`config.mk`:
```
export PLATFORM = sky130hd
export DESIGN_NAME = adc_cmp_delay
export DESIGN_NICKNAME = d
export VERILOG_FILES = /design/src/logic/adc_cmp_pkg.sv /design/src/logic/pin_sync.sv /design/src/logic/adc_cmp_delay.sv
export SDC_FILE = /design/constraint.sdc
export NUM_CORES = 1
export LEC_CHECK = 0
export ABC_AREA = 0
export BUFFER_PORTS_ARGS = -buffer_cell sky130_fd_sc_hd__clkbuf_2
export CORE_ASPECT_RATIO = 1.5
export CORE_UTILIZATION = 30
export DETAILED_ROUTE_END_ITERATION = 10
export PLACE_DENSITY = 0.55
export RECOVER_POWER = 100
export SYNTH_ARGS = -nofsm -noshare
export SYNTH_HDL_FRONTEND = slang
export SYNTH_SLANG_ARGS = --single-unit
```
`constraint.sdc`:
```
create_clock -name sys_clk_i -period 5.4 [get_ports sys_clk_i]
set_clock_uncertainty 0.2 [all_clocks]
set_input_delay 0.27 -clock sys_clk_i [delete_from_list [all_inputs] [get_ports sys_clk_i]]
set_output_delay 0.27 -clock sys_clk_i [all_outputs]
set_load 0.05 [all_outputs]
```
`src/logic/adc_cmp_pkg.sv`:
```
// constants and types for the converter compare, trigger delay and pin disconnect block
// Function
// - with polarity clear the compare flag is high when the result is at least the compare value.
// - with polarity set the compare flag is high only when the result is below the compare value.
// - the comparator works only while its enable bit (bit 5 of control two) is 1.
// - the read-only compare flag (bit 4) is refreshed once at each conversion end.
// - with brake-on-compare (bit 7) set, a compare hit raises the fault brake; otherwise never.
// - a compare brake also clears the pwm run bit, which only software sets again.
// - the trigger delay count is nine bits: the delay byte plus bit 0 of control two as bit 8.
// - after an external trigger the start waits the delay count in converter clock periods.
// - the delay applies only to external triggers, never to software starts.
// - a set pin disable bit cuts that pin's digital input so it reads 0.
// - the result is kept as bits 11:4 in the high register and 3:0 in the low register.
// - the writable compare value is kept as bits 11:4 in its high and 3:0 in its low register.
// - conversions start by software alone, or also by the external trigger when it is enabled.
// - while busy, further external triggers are ignored.
package adc_cmp_pkg;

    // ----------------------------------------
    // widths
    // ----------------------------------------
    localparam int ADDR_W = 8;
    localparam int DATA_W = 8;
    localparam int RES_W = 12;
    localparam int DLY_W = 9;
    localparam int PIN_W = 8;
    localparam int EVT_W = 3;

    // ----------------------------------------
    // register offsets
    // ----------------------------------------
    localparam logic [7:0] OFS_RESULT_LOW = 8'hC2;
    localparam logic [7:0] OFS_RESULT_HIGH = 8'hC3;
    localparam logic [7:0] OFS_COMPARE_LOW = 8'hCE;
    localparam logic [7:0] OFS_COMPARE_HIGH = 8'hCF;
    localparam logic [7:0] OFS_CONTROL_TWO = 8'hE2;
    localparam logic [7:0] OFS_DELAY_LOW = 8'hE3;
    localparam logic [7:0] OFS_PIN_DISABLE = 8'hF6;
    localparam logic [7:0] OFS_CONVERT_CTRL = 8'hD0;
    localparam logic [7:0] OFS_EVENT_STATUS = 8'hD1;
    localparam logic [7:0] OFS_EVENT_CLEAR = 8'hD2;
    localparam logic [7:0] OFS_EVENT_ENABLE = 8'hD3;

    // ----------------------------------------
    // field positions and reset values
    // ----------------------------------------
    localparam int CONV_EXT_BIT = 0;
    localparam int CONV_START_BIT = 1;
    localparam int EVT_DONE_BIT = 0;
    localparam int EVT_HIT_BIT = 1;
    localparam int EVT_BRAKE_BIT = 2;
    localparam int NIBBLE_W = 4;
    localparam logic [7:0] RST_BYTE = 8'h00;
    localparam logic [RES_W-1:0] RST_WORD = 12'h000;
    localparam logic [DLY_W-1:0] RST_DELAY = 9'h000;
    localparam logic [EVT_W-1:0] RST_EVT = 3'h0;

    // ----------------------------------------
    // timing
    // ----------------------------------------
    // system clocks per converter clock period
    localparam int CONV_CLK_DIV = 4;

    typedef enum logic [1:0] {
        ST_IDLE = 2'h0,
        ST_DELAY = 2'h1,
        ST_CONVERT = 2'h3
    } conv_state_e;

    typedef struct packed {
        logic brake_en;
        logic polarity;
        logic cmp_en;
        logic flag;
        logic [2:0] rsvd;
        logic dly8;
    } ctrl_two_s;

    typedef struct packed {
        logic done;
        logic [RES_W-1:0] data;
    } conv_result_s;

endpackage : adc_cmp_pkg

```
`src/logic/pin_sync.sv`:
```
// two-stage synchroniser for a group of pin inputs
`timescale 1ns/1ps
module pin_sync #(
    parameter int W = 8
) (
    // clock and reset
    input wire logic sys_clk_i,
    input wire logic reset_i,
    // pins
    input wire logic [W-1:0] async_i,
    output logic [W-1:0] sync_o
);
    logic [W-1:0] stage_one;

    always_ff @(posedge sys_clk_i or posedge reset_i) begin
        if (reset_i) begin
            stage_one <= '0;
            sync_o <= '0;
        end else begin
            stage_one <= async_i;
            sync_o <= stage_one;
        end
    end
endmodule : pin_sync

```
`src/logic/adc_cmp_delay.sv`:
```
// register file, single-threshold comparator, brake request and trigger delay around the converter core
//
// The address-and-strobe port was chosen for this implementation.
`timescale 1ns/1ps
module adc_cmp_delay #(
    parameter int CLK_DIV = adc_cmp_pkg::CONV_CLK_DIV
) (
    // clock and reset
    input wire logic sys_clk_i,
    input wire logic reset_i,
    // register port
    input wire logic [adc_cmp_pkg::ADDR_W-1:0] addr_i,
    input wire logic [adc_cmp_pkg::DATA_W-1:0] wdata_i,
    input wire logic write_i,
    input wire logic read_i,
    output logic [adc_cmp_pkg::DATA_W-1:0] rdata_o,
    // converter core
    output logic conv_start_o,
    input wire adc_cmp_pkg::conv_result_s conv_i,
    // external trigger, a pin
    input wire logic ext_trigger_i,
    // pwm unit
    output logic fault_brake_o,
    output logic pwm_run_clear_o,
    // analog pins, digital path
    input wire logic [adc_cmp_pkg::PIN_W-1:0] pin_in_i,
    output logic [adc_cmp_pkg::PIN_W-1:0] pin_digital_o,
    // interrupt
    output logic irq_o
);
    localparam int DIV_W = $clog2(CLK_DIV + 1);
    localparam logic [DIV_W-1:0] DIV_LAST = DIV_W'(CLK_DIV - 1);

    // ----------------------------------------
    // pin synchronisers
    // ----------------------------------------
    logic [adc_cmp_pkg::PIN_W-1:0] pin_sync_q;
    logic trig_sync;
    logic trig_prev;

    pin_sync #(.W(adc_cmp_pkg::PIN_W)) u_pin_sync (
        .sys_clk_i(sys_clk_i),
        .reset_i(reset_i),
        .async_i(pin_in_i),
        .sync_o(pin_sync_q)
    );

    pin_sync #(.W(1)) u_trig_sync (
        .sys_clk_i(sys_clk_i),
        .reset_i(reset_i),
        .async_i(ext_trigger_i),
        .sync_o(trig_sync)
    );

    // ----------------------------------------
    // register state
    // ----------------------------------------
    logic [adc_cmp_pkg::RES_W-1:0] result;
    logic [adc_cmp_pkg::RES_W-1:0] compare_value;
    adc_cmp_pkg::ctrl_two_s ctrl_two;
    logic [7:0] delay_low;
    logic [adc_cmp_pkg::PIN_W-1:0] pin_digital_input_disable;
    logic external_trigger_enable;
    logic [adc_cmp_pkg::EVT_W-1:0] evt_status;
    logic [adc_cmp_pkg::EVT_W-1:0] evt_enable;
    logic [adc_cmp_pkg::RES_W-1:0] next_result;
    logic [adc_cmp_pkg::RES_W-1:0] next_compare_value;
    adc_cmp_pkg::ctrl_two_s next_ctrl_two;
    logic [7:0] next_delay_low;
    logic [adc_cmp_pkg::PIN_W-1:0] next_pin_disable;
    logic next_ext_enable;
    logic [adc_cmp_pkg::EVT_W-1:0] next_evt_status;
    logic [adc_cmp_pkg::EVT_W-1:0] next_evt_enable;
    logic [adc_cmp_pkg::DATA_W-1:0] next_rdata;

    // ----------------------------------------
    // sequencer state
    // ----------------------------------------
    adc_cmp_pkg::conv_state_e state;
    adc_cmp_pkg::conv_state_e next_state;
    logic [adc_cmp_pkg::DLY_W-1:0] delay_cnt;
    logic [adc_cmp_pkg::DLY_W-1:0] next_delay_cnt;
    logic [DIV_W-1:0] div_cnt;
    logic [DIV_W-1:0] next_div_cnt;
    logic next_start;
    logic next_brake;

    logic wr_sel;
    logic sw_start;
    logic trig_edge;
    logic conv_tick;
    logic cmp_hit;
    logic [adc_cmp_pkg::DLY_W-1:0] trigger_delay_count;
    logic [adc_cmp_pkg::EVT_W-1:0] evt_set;

    assign wr_sel = write_i;
    assign sw_start = write_i && addr_i == adc_cmp_pkg::OFS_CONVERT_CTRL
                      && wdata_i[adc_cmp_pkg::CONV_START_BIT];
    assign trig_edge = trig_sync && !trig_prev;
    assign conv_tick = div_cnt == DIV_LAST;
    assign trigger_delay_count = {ctrl_two.dly8, delay_low};
    // the comparator looks at the new sample, so the flag matches the result it is stored with
    assign cmp_hit = ctrl_two.polarity ? (conv_i.data < compare_value)
                                       : (conv_i.data >= compare_value);
    assign pin_digital_o = pin_sync_q & ~pin_digital_input_disable;
    assign irq_o = |(evt_status & evt_enable);

    // ----------------------------------------
    // register file
    // ----------------------------------------
    always_comb begin
        next_result = result;
        next_compare_value = compare_value;
        next_ctrl_two = ctrl_two;
        next_delay_low = delay_low;
        next_pin_disable = pin_digital_input_disable;
        next_ext_enable = external_trigger_enable;
        next_evt_enable = evt_enable;
        next_evt_status = evt_status;
        next_rdata = adc_cmp_pkg::RST_BYTE;
        evt_set = adc_cmp_pkg::RST_EVT;
        if (wr_sel) begin
            case (addr_i)
                adc_cmp_pkg::OFS_COMPARE_HIGH: begin
                    next_compare_value[adc_cmp_pkg::RES_W-1:adc_cmp_pkg::NIBBLE_W] = wdata_i;
                end
                adc_cmp_pkg::OFS_COMPARE_LOW: begin
                    next_compare_value[adc_cmp_pkg::NIBBLE_W-1:0] =
                        wdata_i[adc_cmp_pkg::NIBBLE_W-1:0];
                end
                adc_cmp_pkg::OFS_CONTROL_TWO: begin
                    next_ctrl_two.brake_en = wdata_i[7];
                    next_ctrl_two.polarity = wdata_i[6];
                    next_ctrl_two.cmp_en = wdata_i[5];
                    next_ctrl_two.dly8 = wdata_i[0]; // flag and reserved bits stay
                end
                adc_cmp_pkg::OFS_DELAY_LOW: begin
                    next_delay_low = wdata_i;
                end
                adc_cmp_pkg::OFS_PIN_DISABLE: begin
                    next_pin_disable = wdata_i;
                end
                adc_cmp_pkg::OFS_CONVERT_CTRL: begin
                    next_ext_enable = wdata_i[adc_cmp_pkg::CONV_EXT_BIT];
                end
                adc_cmp_pkg::OFS_EVENT_CLEAR: begin
                    next_evt_status = evt_status & ~wdata_i[adc_cmp_pkg::EVT_W-1:0];
                end
                adc_cmp_pkg::OFS_EVENT_ENABLE: begin
                    next_evt_enable = wdata_i[adc_cmp_pkg::EVT_W-1:0];
                end
                default: begin
                end
            endcase
        end
        if (conv_i.done && state == adc_cmp_pkg::ST_CONVERT) begin
            next_result = conv_i.data;
            // a disabled comparator leaves a cleared flag behind
            next_ctrl_two.flag = ctrl_two.cmp_en && cmp_hit;
            evt_set[adc_cmp_pkg::EVT_DONE_BIT] = 1'b1;
            evt_set[adc_cmp_pkg::EVT_HIT_BIT] = ctrl_two.cmp_en && cmp_hit;
        end
        evt_set[adc_cmp_pkg::EVT_BRAKE_BIT] = next_brake;
        // an event in the clearing cycle survives
        next_evt_status = next_evt_status | evt_set;
        if (read_i) begin
            case (addr_i)
                adc_cmp_pkg::OFS_RESULT_HIGH: begin
                    next_rdata = result[adc_cmp_pkg::RES_W-1:adc_cmp_pkg::NIBBLE_W];
                end
                adc_cmp_pkg::OFS_RESULT_LOW: begin
                    next_rdata = {4'h0, result[adc_cmp_pkg::NIBBLE_W-1:0]};
                end
                adc_cmp_pkg::OFS_COMPARE_HIGH: begin
                    next_rdata = compare_value[adc_cmp_pkg::RES_W-1:adc_cmp_pkg::NIBBLE_W];
                end
                adc_cmp_pkg::OFS_COMPARE_LOW: begin
                    next_rdata = {4'h0, compare_value[adc_cmp_pkg::NIBBLE_W-1:0]};
                end
                adc_cmp_pkg::OFS_CONTROL_TWO: begin
                    next_rdata = {ctrl_two.brake_en, ctrl_two.polarity, ctrl_two.cmp_en,
                                  ctrl_two.flag, 3'h0, ctrl_two.dly8};
                end
                adc_cmp_pkg::OFS_DELAY_LOW: begin
                    next_rdata = delay_low;
                end
                adc_cmp_pkg::OFS_PIN_DISABLE: begin
                    next_rdata = pin_digital_input_disable;
                end
                adc_cmp_pkg::OFS_CONVERT_CTRL: begin
                    next_rdata = {6'h00, state != adc_cmp_pkg::ST_IDLE, external_trigger_enable};
                end
                adc_cmp_pkg::OFS_EVENT_STATUS: begin
                    next_rdata = {5'h00, evt_status};
                end
                adc_cmp_pkg::OFS_EVENT_ENABLE: begin
                    next_rdata = {5'h00, evt_enable};
                end
                default: begin
                    next_rdata = adc_cmp_pkg::RST_BYTE;
                end
            endcase
        end
    end

    always_ff @(posedge sys_clk_i or posedge reset_i) begin
        if (reset_i) begin
            result <= adc_cmp_pkg::RST_WORD;
            compare_value <= adc_cmp_pkg::RST_WORD;
            ctrl_two <= adc_cmp_pkg::ctrl_two_s'(adc_cmp_pkg::RST_BYTE);
            delay_low <= adc_cmp_pkg::RST_BYTE;
            pin_digital_input_disable <= adc_cmp_pkg::RST_BYTE;
            external_trigger_enable <= 1'b0;
            evt_status <= adc_cmp_pkg::RST_EVT;
            evt_enable <= adc_cmp_pkg::RST_EVT;
            rdata_o <= adc_cmp_pkg::RST_BYTE;
        end else begin
            result <= next_result;
            compare_value <= next_compare_value;
            ctrl_two <= next_ctrl_two;
            delay_low <= next_delay_low;
            pin_digital_input_disable <= next_pin_disable;
            external_trigger_enable <= next_ext_enable;
            evt_status <= next_evt_status;
            evt_enable <= next_evt_enable;
            rdata_o <= next_rdata;
        end
    end

    // ----------------------------------------
    // start sequencer and trigger delay
    // ----------------------------------------
    always_comb begin
        next_state = state;
        next_delay_cnt = delay_cnt;
        next_div_cnt = conv_tick ? '0 : div_cnt + 1'b1;
        next_start = 1'b0;
        next_brake = 1'b0;
        case (state)
            adc_cmp_pkg::ST_IDLE: begin
                if (sw_start) begin
                    next_start = 1'b1;
                    next_state = adc_cmp_pkg::ST_CONVERT;
                end else if (external_trigger_enable && trig_edge) begin
                    next_delay_cnt = trigger_delay_count;
                    next_div_cnt = '0;
                    next_state = adc_cmp_pkg::ST_DELAY;
                end
            end
            adc_cmp_pkg::ST_DELAY: begin
                // a software start overrides a pending delayed start
                if (sw_start || delay_cnt == '0) begin
                    next_start = 1'b1;
                    next_state = adc_cmp_pkg::ST_CONVERT;
                end else if (conv_tick) begin
                    next_delay_cnt = delay_cnt - 1'b1;
                end
            end
            adc_cmp_pkg::ST_CONVERT: begin
                // triggers are not looked at here; the busy bit reads 1
                if (conv_i.done) begin
                    next_state = adc_cmp_pkg::ST_IDLE;
                    next_brake = ctrl_two.brake_en && ctrl_two.cmp_en && cmp_hit;
                end
            end
            default: begin
                next_state = adc_cmp_pkg::ST_IDLE;
            end
        endcase
    end

    always_ff @(posedge sys_clk_i or posedge reset_i) begin
        if (reset_i) begin
            state <= adc_cmp_pkg::ST_IDLE;
            delay_cnt <= adc_cmp_pkg::RST_DELAY;
            div_cnt <= '0;
            trig_prev <= 1'b0;
            conv_start_o <= 1'b0;
            fault_brake_o <= 1'b0;
            pwm_run_clear_o <= 1'b0;
        end else begin
            state <= next_state;
            delay_cnt <= next_delay_cnt;
            div_cnt <= next_div_cnt;
            trig_prev <= trig_sync;
            conv_start_o <= next_start;
            fault_brake_o <= next_brake;
            pwm_run_clear_o <= next_brake;
        end
    end

    // ----------------------------------------
    // assertions
    // ----------------------------------------
    logic conv_end;
    assign conv_end = conv_i.done && state == adc_cmp_pkg::ST_CONVERT;

    property p_ge_flag;
        @(posedge sys_clk_i) disable iff (reset_i)
        conv_end && ctrl_two.cmp_en && !ctrl_two.polarity && conv_i.data >= compare_value
        |=> ctrl_two.flag;
    endproperty
    a_ge_flag: assert property (p_ge_flag) else $error("flag low on result at or above compare");

    property p_lt_flag;
        @(posedge sys_clk_i) disable iff (reset_i)
        conv_end && ctrl_two.cmp_en && ctrl_two.polarity
        |=> ctrl_two.flag == ($past(conv_i.data) < $past(compare_value));
    endproperty
    a_lt_flag: assert property (p_lt_flag) else $error("inverted compare flag wrong");

    property p_cmp_off;
        @(posedge sys_clk_i) disable iff (reset_i)
        conv_end && !ctrl_two.cmp_en |=> !ctrl_two.flag && !fault_brake_o;
    endproperty
    a_cmp_off: assert property (p_cmp_off) else $error("disabled comparator produced a hit");

    property p_flag_hold;
        @(posedge sys_clk_i) disable iff (reset_i)
        !conv_end |=> $stable(ctrl_two.flag);
    endproperty
    a_flag_hold: assert property (p_flag_hold) else $error("flag changed outside conversion end");

    property p_brake;
        @(posedge sys_clk_i) disable iff (reset_i)
        fault_brake_o |-> ctrl_two.flag && $past(ctrl_two.brake_en);
    endproperty
    a_brake: assert property (p_brake) else $error("brake without enabled compare hit");

    property p_run_clear;
        @(posedge sys_clk_i) disable iff (reset_i)
        fault_brake_o |-> pwm_run_clear_o;
    endproperty
    a_run_clear: assert property (p_run_clear) else $error("brake without run clear");

    property p_delay;
        @(posedge sys_clk_i) disable iff (reset_i)
        state == adc_cmp_pkg::ST_DELAY && delay_cnt != '0 && !sw_start |=> !conv_start_o;
    endproperty
    a_delay: assert property (p_delay) else $error("start before delay ran out");

    property p_sw_now;
        @(posedge sys_clk_i) disable iff (reset_i)
        sw_start && state != adc_cmp_pkg::ST_CONVERT |=> conv_start_o;
    endproperty
    a_sw_now: assert property (p_sw_now) else $error("software start was delayed");

    property p_pin_cut;
        @(posedge sys_clk_i) disable iff (reset_i)
        (pin_digital_o & pin_digital_input_disable) == '0;
    endproperty
    a_pin_cut: assert property (p_pin_cut) else $error("disabled pin reads high");

    property p_busy_ignore;
        @(posedge sys_clk_i) disable iff (reset_i)
        state == adc_cmp_pkg::ST_CONVERT && !conv_i.done |=> !conv_start_o;
    endproperty
    a_busy_ignore: assert property (p_busy_ignore) else $error("start while busy");

    c_delayed_start: cover property (@(posedge sys_clk_i) disable iff (reset_i)
        state == adc_cmp_pkg::ST_DELAY ##1 conv_start_o);
    c_brake: cover property (@(posedge sys_clk_i) disable iff (reset_i) fault_brake_o);
    c_inverted_hit: cover property (@(posedge sys_clk_i) disable iff (reset_i)
        conv_end && ctrl_two.polarity && ctrl_two.cmp_en && cmp_hit);

endmodule : adc_cmp_delay

```
Yosys cells after proc, flatten, opt, wreduce, memory -nomap -nowiden
Cells that the tools add are included.
{ "classes": {"add_sub_neg": 2, "n_mul": 0, "div_mod_pow": 0, "magnitude_cmp": 2, "eq_ne": 21, "shift": 0, "mux": 25, "n_bitwise": 6, "n_reduce_logical": 24} }
{ "ops": {"columns": ["op", "n"], "rows": [
  ["8-bit == test, second input constant", 11],
  ["8-bit one-hot mux with 10 select lines", 1],
  ["9-bit two-way mux", 4],
  ["3-bit two-way mux", 6],
  ["9-bit one-hot mux with 2 select lines", 1],
  ["2-bit AND reduction", 7],
  ["12-bit >= comparator", 1],
  ["12-bit < comparator", 1],
  ["2-bit inequality test, second input constant", 6],
  ["2-bit two-way mux", 5],
  ["9-bit zero test", 1],
  ["9-bit by 1-bit subtractor with 9-bit output, second input constant", 1],
  ["8-bit bitwise AND", 1],
  ["1-bit logical AND", 8],
  ["8-bit two-way mux", 1],
  ["8-bit inverter", 1],
  ["3-bit bitwise AND", 2],
  ["2-bit one-hot mux with 3 select lines", 1],
  ["1-bit two-way mux", 5],
  ["5-bit AND reduction", 1],
  ["2-bit nonzero test", 2],
  ["3-bit by 1-bit adder with 3-bit output, second input constant", 1],
  ["3-bit by 2-bit == test with 1-bit output, second input constant", 1],
  ["3-bit inequality test, second input constant", 1],
  ["other kinds (10)", 10]
]} }
{ "word_totals": {"ff_bits": 95, "latchBits": 0, "ramBits": 0, "romBits": 0, "in_bits": 42, "output_inout_bits": 20, "word_cells": 104, "memories": 0} }

Depth between registers and ports, before layout
Gate-level depths: netlist (run 1).
{ "depth": {"depth_word": 6, "depth_mapped": 9, "ltp_nobuf": 7} }

Hierarchy
Synthesis (run 1) repeated with hierarchy kept, for this count alone.
{ "hier_totals": {"cells_unflattened": 419, "area_unflattened_um2": 4555.6} }
{ "by_module_without_submodules": {"columns": ["mod", "n_inst", "cells_each", "area_each_um2", "seq_area_each_um2"], "rows": [
  ["adc_cmp_delay", 1, 399, 4097.7, 1926.8],
  ["pin_sync at u_pin_sync", 1, 17, 404.1, 400.4],
  ["pin_sync at u_trig_sync", 1, 3, 53.8, 50.0]
]} }

Worst setup path after synthesis (run 1)
OpenSTA, ideal clock, no wires.
{ "synth_path": {"path_kind": "register to register", "start": "reg delay_cnt[0] (netlist name)", "end": "reg delay_cnt[2] (netlist name)", "setup_time_ns": 0.121, "arrival_ns": 1.872, "required_ns": 5.079, "slack_ns": 3.207, "path_stages_with_launch": 9, "path_buffers": 1, "synth_period_minus_slack_ns": 2.193, "path_cell_list": "dfrtp_1 > inv_1 > ha_1 > or4b_1 > buf_2 > o311ai_4 > a211o_4 > nor2_1 > o22a_1"} }
{ "synth_via": {"elab_chain_len": 4, "word_cells_on_any_way": 8, "cone_classes": "add/sub: 1; eq/ne: 1; mux: 3; reduce/logical: 3"} }
{ "synth_lines": {"columns": ["element", "line", "source"], "rows": [
  ["start: declaration", "adc_cmp_delay.sv:81", "logic [adc_cmp_pkg::DLY_W-1:0] delay_cnt;"],
  ["start signal: assignment", "adc_cmp_delay.sv:275", "delay_cnt <= adc_cmp_pkg::RST_DELAY;"],
  ["start signal: assignment", "adc_cmp_delay.sv:283", "delay_cnt <= next_delay_cnt;"],
  ["9-bit by 1-bit subtractor with 9-bit output / 9-bit zero test (equally long branches)", "adc_cmp_delay.sv:256, adc_cmp_delay.sv:252", null],
  ["9-bit two-way mux / 1-bit logical OR (equally long branches)", "adc_cmp_delay.sv:255, adc_cmp_delay.sv:252", null],
  ["9-bit two-way mux / 2-bit inequality test (equally long branches)", null, null],
  ["9-bit one-hot mux with 2 select lines / 5-bit AND reduction (equally long branches)", null, null]
]} }
Parallel ways exist; a longest one is shown, timed or not. The select of a mux whose other input is x is not followed.
A chain may end at the register's enable or synchronous reset.

Final worst setup path (run 1)
{ "layout_path": {"start": "in addr_i[0] (netlist name)", "end": "reg pin_digital_input_disable[1] (netlist name)"} }
{ "layout_via": {"elab_chain_len": 2} }
{ "layout_lines": {"columns": ["element", "line", "source"], "rows": [
  ["start: declaration", "adc_cmp_delay.sv:12", "input wire logic [adc_cmp_pkg::ADDR_W-1:0] addr_i,"],
  ["8-bit == test", "adc_cmp_delay.sv:123", "case (addr_i)"],
  ["2-bit AND reduction (no source line)", null, null],
  ["end signal: assignment", "adc_cmp_delay.sv:212", "pin_digital_input_disable <= adc_cmp_pkg::RST_BYTE;"],
  ["end signal: assignment", "adc_cmp_delay.sv:222", "pin_digital_input_disable <= next_pin_disable;"],
  ["end: declaration", "adc_cmp_delay.sv:62", "logic [adc_cmp_pkg::PIN_W-1:0] pin_digital_input_disable;"]
]} }
Every way passes these cells.

==> out/qor.log, run 1 <==
[synth] leading post-synthesis cells by instance count sky130_fd_sc_hd__dfrtp_1, sky130_fd_sc_hd__nand2_1, sky130_fd_sc_hd__mux2_2
[clocking] CTS tree yes
[synth] cell type with the highest aggregate area in the netlist sky130_fd_sc_hd__dfrtp_1
[finish] layout cell share with drive strength beyond 1 0.1992
[routing] aggregate routed wire length 12040 microns
[worst_setup_path] class of the most critical setup path in -> reg
[finish] synthesis-to-layout area growth 20.14%
[min_path] min-delay worst type in -> reg
[clocking] buffers inserted during post-CTS setup optimization 0
[timing] normalized max-slew margin -0.3275
[synth] number of warnings printed during yosys synthesis 0
[timing] slew at the pin closest to its max-slew limit 1991 ps
[clocking] root buffer cell sky130_fd_sc_hd__clkbuf_16
[global_route] global-route congestion overflow total 0
[synth] share of synthesized flip-flops with an asynchronous set or reset 1.000
[clocking] clock-pin slew of the registers on the worst-case setup and hold paths 60 ps
[finish] Inserted Diodes 0
[floorplanning] Placement Rows 54
[synth] share of the synthesized area in the top cell type 0.5227
[worst_setup_path] endpoint kind of the worst setup timing path register
[timing] Finish-stage setup viols 0
[global_route] GRT Overall Usage 0.1686
[timing] setup repair after global routing missed its margin false
[clocking] Longest Clk Path Bufs 2
[power] Sw Ratio 0.2617
[finish] post-route cell area 5464 sq um
[routing] ANT nets after route 0
[synth] fraction of the yosys area taken by sequential cells 0.5227
[floorplanning] number of ports placed on the die boundary 62
[synth] post-synthesis cell area 4548 sq um
[placement] GP Congestion 0.8307
[finish] count of non-filler cells in the finished layout 703
[routing] Remaining DRCs 0
[worst_setup_path] required time worst endpoint 5430 ps
[global_route] maximum number of pins on one net before global-route repair 81
[floorplanning] initial core utilization 0.3102
[timing] Final Hold Viols 0
[timing] max-slew violation count 91
[worst_setup_path] WP data arrival 3200 ps
[synth] syn_area_per_cell 10.70 sq um
[synth] Post-Synthesis Cells 425
[placement] cell count after placement 666
[power] overall power after layout 1.698 mW
[power] portion of total power attributed to combinational logic 0.126
[placement] dpl cell area 5017 sq um
[worst_setup_path] maximum fanout along the worst path 21
[finish] final standard cell utilization of the core 0.3727
[synth] Synth area leaders sky130_fd_sc_hd__dfrtp_1, sky130_fd_sc_hd__mux2_2, sky130_fd_sc_hd__nand2_1, sky130_fd_sc_hd__ha_1, sky130_fd_sc_hd__a21oi_1
[synth] distinct cell type count after synthesis 52
[floorplanning] Die Span X 102.5 microns
[clocking] clock sink total 95
[synth] number of flip-flops and latches in the synthesized netlist 95
[synth] synthesized net count 481
[worst_setup_path] nature of the critical path startpoint input pin
[run_status] result of the run complete, but fails checks
[power] net switching power figure 0.4443 mW
[synth] count of flip-flops with a built-in enable after synthesis 0
[synth] count leader, synth sky130_fd_sc_hd__dfrtp_1
[power] total power per unit cell area 310.7 nW/um^2
[synth] main flop type after synthesis sky130_fd_sc_hd__dfrtp_1
[routing] post-detailed-route wirelength per cell 17.13 microns
[global_route] number of global-route vias before repair 3715
[timing] Tmin final 3178 ps
[power] sequential power share 0.481
[routing] first-pass iteration count of the detailed router 4
[placement] count of input and output buffers 61
[global_route] number of antenna violations at the first check in global routing 0
[global_route] wire length of the first global-routing pass 19750 microns
[finish] count of fill cells added during filler insertion 1480
[clocking] Clock H-tree levels 3
[routing] detailed router's first-iteration violation count 218
[timing] final clock period utilization by the worst path 0.5886
[timing] Achievable Freq 314.6 MHz
[clocking] latest clock arrival within the worst-skew pair 350 ps
[finish] final-stage net count 558
[floorplanning] DIE AREA 15670 sq um
[power] worst IR drop on VDD 0.1485 mV
[routing] DR vias/cell 5.009
[power] internal portion of total power 1.254 mW
[job] max_cap viols 2
[floorplanning] height of the chip 152.8 microns
[timing] sum of negative setup slack 0 ps
[routing] via total after detailed routing 3521
[power] static leakage 2.489 nW
[floorplanning] Core ar. 14660 sq um
[run_status] violated checks max-capacitance violations, max-slew violations
[power] portion of total power attributed to the clock network 0.392
[placement] DP Wirelength 9141 microns
[clocking] CTS buffer count 9
final cells by class:
cell class	instances	area [sq um]	share of cell area
tap	196	245.2	0.04488
clock buffer	12	266.5	0.04877
inverter	18	68.82	0.01259
clock inverter	4	52.55	0.009618
multi-input combinational	295	1963	0.3593
timing repair buffer	83	490.5	0.08976
sequential	95	2377	0.4351
sequential cells by signal (all words and copies together), names as in the netlist:
signal                     count
compare_value                 12
conv_start_o                   1
ctrl_two                       5
delay_cnt                      9
delay_low                      8
div_cnt                        3
evt_enable                     3
evt_status                     3
external_trigger_enable        1
pin_digital_input_disable      8
pwm_run_clear_o                1
rdata_o                        8
result                        12
state                          2
trig_prev                      1
u_pin_sync.stage_one           8
u_pin_sync.sync_o              8
u_trig_sync.stage_one          1
u_trig_sync.sync_o             1
stage by stage:
stage	hold slack [ps]	setup slack, ps
after floorplan	101.4	2453
after global placement	-9.254	2985
after detailed placement	-2.270	2940
after CTS	5.777	2921
after global routing	15.97	1763
final	17.17	2222
what timing repair did:
item	CTS	global route
endpoints found under the hold margin	35	0
hold buffers	21	0
endpoints found under the setup margin	0	0
resized for setup	0	0
path summary, 6_finish.rpt:
check / end / cells after the start / slack (ps) / start
max: pin_digital_input_disable[1]$_DFFE_PP0P_ / 5 / 2220 / addr_i[0]
min: result[0]$_DFFE_PP0P_ / 3 / 20 / conv_i[0]
max reg2reg: delay_cnt[2]$_DFFE_PP0P_ / 7 / 2510 / delay_cnt[0]$_DFFE_PP0P_
min reg2reg: u_pin_sync.sync_o[0]$_DFF_PP0_ / 0 / 150 / u_pin_sync.stage_one[0]$_DFF_PP0_
max in group asynchronous: compare_value[7]$_DFFE_PP0P_ / 4 / 2350 / reset_i
min in group asynchronous: rdata_o[6]$_DFF_PP0_ / 3 / 330 / reset_i
power groups by stage:
stage               logic, mW  registers (mW)  clock network (mW)
floorplan               0.158           0.813                   0
global placement        0.201           0.827                   0
detailed placement      0.209           0.831                   0
CTS                     0.222           0.817               0.685
global route            0.243           0.825               0.718
finish                  0.215           0.817               0.666
layout by cell type, fill, tap and decap left out, drive strengths merged, types with 2 or more instances in the layout:
cell / netlist / layout
or4b: 2 / 2
nand3: 9 / 9
nor3b: 3 / 3
inv: 18 / 17
and2: 4 / 4
o21ai: 23 / 23
a31oi: 4 / 4
nor4b: 2 / 2
mux2i: 4 / 4
nand2: 62 / 62
o22ai: 2 / 2
clkinv: 0 / 3
nor3: 6 / 6
a222oi: 5 / 5
dlygate4sd3: 0 / 21
clkbuf: 8 / 74
a22oi: 12 / 12
dfrtp: 95 / 95
nand3b: 2 / 2
a21o: 3 / 3
mux2: 37 / 37
and4: 2 / 2
a21oi: 22 / 22
nand4: 2 / 2
or3: 3 / 3
nor2: 24 / 24
or2: 2 / 2
nand2b: 3 / 3
and3: 8 / 8
a221oi: 3 / 3
or4: 2 / 2
ha: 14 / 14
nor2b: 14 / 14
nor4: 5 / 5
worst max-delay path: stages:
cell and delay, ps:
sky130_fd_sc_hd__clkbuf_1 330, sky130_fd_sc_hd__nor2b_1 320, sky130_fd_sc_hd__nor4b_1 1290, sky130_fd_sc_hd__nand2_1 570, sky130_fd_sc_hd__mux2_2 420
logic make-up after synthesis:
family	share of synthesized area
simple gates	0.1780
flops	0.5227
compound gates	0.1255
mux	0.1004
buf+inv	0.03494
fa+ha+maj	0.03851
layer usage:
metal,GRT usage,vias to the layer above,share of wire
li1,-,1672,-
met1,0.1876,1757,0.38
met2,0.2940,65,0.55
met3,0.03257,27,0.030
met4,0.09184,0,0.038
met5,0,-,0
No activity file was read; power rests on OpenSTA's default activity.
==> run 2: changes to the inputs <==
Clock period 5.4 ns to 3 ns, I/O delays scaled along.
==> run 2 against run 1 <==
The run now ends clean. Via count grew 2.2%. Worst hold slack worse by 4.7 ps. Combinational power grew 86%. Flip-flop and latch count unchanged. Critical path type is now reg -> reg. Largest power group unchanged.
==> out/qor.log, run 2 (synthesis gave the netlist of run 1 again) <==
[floorplanning] DIE AREA 15670 sq um
[timing] max-slew violation count 0
[timing] slew at the pin closest to its max-slew limit 1478 ps
[timing] Finish-stage setup viols 0
[finish] Inserted Diodes 0
[placement] count of input and output buffers 61
[power] worst IR drop on VDD 0.2365 mV
[worst_setup_path] CP startpoint delay_cnt[0]$_DFFE_PP0P_
[routing] ANT nets after route 0
[clocking] CTS buffer count 9
[floorplanning] number of ports placed on the die boundary 62
[worst_setup_path] end point of the critical path delay_cnt[2]$_DFFE_PP0P_
[finish] layout cell share with drive strength beyond 1 0.1985
[worst_setup_path] nature of the critical path startpoint register
[routing] first-pass iteration count of the detailed router 7
[clocking] hold buffer count at CTS 30
[worst_setup_path] list of cells traversed by the critical path inv_1 -> ha_1 -> or4b_1 -> o311ai_0 -> a211o_4 -> nor2_1 -> o22a_1
[worst_setup_path] required time worst endpoint 3030 ps
[timing] least setup slack across all paths after layout 359.1 ps
[routing] DR vias/cell 5.032
[timing] normalized max-slew margin 0.01485
[worst_setup_path] Max stage delay cell, worst path sky130_fd_sc_hd__or4b_1
[min_path] min-delay worst type in -> reg
[routing] detailed router's first-iteration violation count 239
[worst_setup_path] Reg-to-Reg Start delay_cnt[0]$_DFFE_PP0P_
[routing] via total after detailed routing 3598
[placement] pre-CTS setup slack 552.1 ps
[global_route] GRT Overall Usage 0.1655
[finish] commonest non-fill, non-tap cells in the layout sky130_fd_sc_hd__dfrtp_1, sky130_fd_sc_hd__nand2_1, sky130_fd_sc_hd__clkbuf_2, sky130_fd_sc_hd__mux2_2, sky130_fd_sc_hd__dlygate4sd3_1
[worst_setup_path] endpoint of the lowest-slack register-to-register path delay_cnt[2]$_DFFE_PP0P_
[finish] area used by multi-input combinational logic 1972 sq um
[timing] Achievable Freq 378.7 MHz
[routing] Remaining DRCs 0
[placement] DP Wirelength 9022 microns
[worst_setup_path] worst reg-to-reg setup slack 360 ps
[finish] synthesis-to-layout area growth 21.93%
[clocking] Clock H-tree levels 3
[clocking] Longest Clk Path Bufs 2
[clocking] root buffer cell sky130_fd_sc_hd__clkbuf_16
[job] max_cap viols 0
[worst_setup_path] number of buffers and inverters on the critical path 1
[timing] Final Hold Viols 0
[run_status] result of the run complete, no violations
[worst_setup_path] cell family contributing the most delay on the critical path compound AO/OA/AOI/OAI gates
[worst_setup_path] number of cells on the critical path 7
[finish] final-stage net count 571
[worst_setup_path] delay of the slowest cell on the worst path 560 ps
[floorplanning] Core ar. 14660 sq um
[clocking] buffers inserted during post-CTS setup optimization 0
[finish] top flop regs compare_value: 12 flops, result: 12 flops, delay_cnt: 9 flops
[finish] Seq. cell area 2377 sq um
[finish] count of fill cells added during filler insertion 1507
[clocking] CTS tree yes
[clocking] latest clock arrival within the worst-skew pair 340 ps
[worst_setup_path] maximum fanout along the worst path 18
[floorplanning] height of the chip 152.8 microns
[clocking] number of cells upsized or downsized after cts 0
[global_route] maximum number of pins on one net before global-route repair 70
[global_route] number of antenna violations at the first check in global routing 0
[global_route] global-route congestion overflow total 0
[timing] final hold slack 12.46 ps
[worst_setup_path] endpoint kind of the worst setup timing path register
[global_route] number of global-route vias before repair 3657
[power] static leakage 2.524 nW
[timing] final clock period utilization by the worst path 0.8803
[worst_setup_path] WP data arrival 2680 ps
[clocking] clock-pin slew of the registers on the worst-case setup and hold paths 70 ps
[placement] GP Congestion 0.8603
[global_route] wire length of the first global-routing pass 19460 microns
[routing] post-detailed-route wirelength per cell 16.93 microns
[floorplanning] Die Span X 102.5 microns
[timing] setup repair after global routing missed its margin false
[worst_setup_path] worst reg2reg path depth 7
[routing] aggregate routed wire length 12110 microns
[timing] Tmin final 2641 ps
[timing] sum of negative setup slack 0 ps
[clocking] clock sink total 95
[power] total power per unit cell area 535.4 nW/um^2
[floorplanning] initial core utilization 0.3102
[floorplanning] Placement Rows 54
[finish] most frequent standard cell in the layout excluding fill and tap cells sky130_fd_sc_hd__dfrtp_1
[worst_setup_path] class of the most critical setup path reg -> reg
## run 2: worst min-delay path by stage
stage / start / to / cells past startpoint
floorplan: pin_in_i[0] / u_pin_sync.stage_one[0]$_DFF_PP0_ / 0
global placement: pin_in_i[0] / u_pin_sync.stage_one[0]$_DFF_PP0_ / 1
detailed placement: pin_in_i[6] / u_pin_sync.stage_one[6]$_DFF_PP0_ / 1
CTS: read_i / rdata_o[5]$_DFF_PP0_ / 4
global route: wdata_i[1] / pin_digital_input_disable[1]$_DFFE_PP0P_ / 2
finish: wdata_i[1] / compare_value[1]$_DFFE_PP0P_ / 3
## run 2: metal layers
metal  global-route usage  up-vias  share of wire
met2               0.2981       99           0.55
li1                     -     1703              -
met4              0.07007        0          0.026
met1               0.1914     1775           0.39
met5                    0        -              0
met3              0.02064       21          0.030
## run 2: cell type report
type | count | share of cell area
Multi-Input combinational cell | 295 | 0.3556
Inverter | 18 | 0.01218
Timing Repair Buffer | 96 | 0.1083
Tap cell | 196 | 0.04422
Clock inverter | 4 | 0.005415
Clock buffer | 11 | 0.04558
Sequential cell | 95 | 0.4287
## run 2: stage by stage
stage	cells	instance area (sq um)	power, mW	utilization
2_1_floorplan	425	4548	1.748	-
3_3_place_gp	670	5047	1.855	0.3443
3_5_place_dp	670	5047	1.873	0.3443
4_1_cts	715	5630	3.012	0.3840
5_1_grt	715	5545	3.113	0.3782
6_report	715	5545	2.969	0.3782
## run 2: tightest hold or removal path, delay by kind of cell
family	cells	cell delay [ps]
and+or+nand+nor	1	90
buffers and inverters	1	180
AOI/OAI and AO/OA	1	70
## run 2: power breakdown
part           internal (mW)  switching, mW
Combinational          0.170          0.230
Sequential              1.38         0.0888
Clock                  0.606          0.494
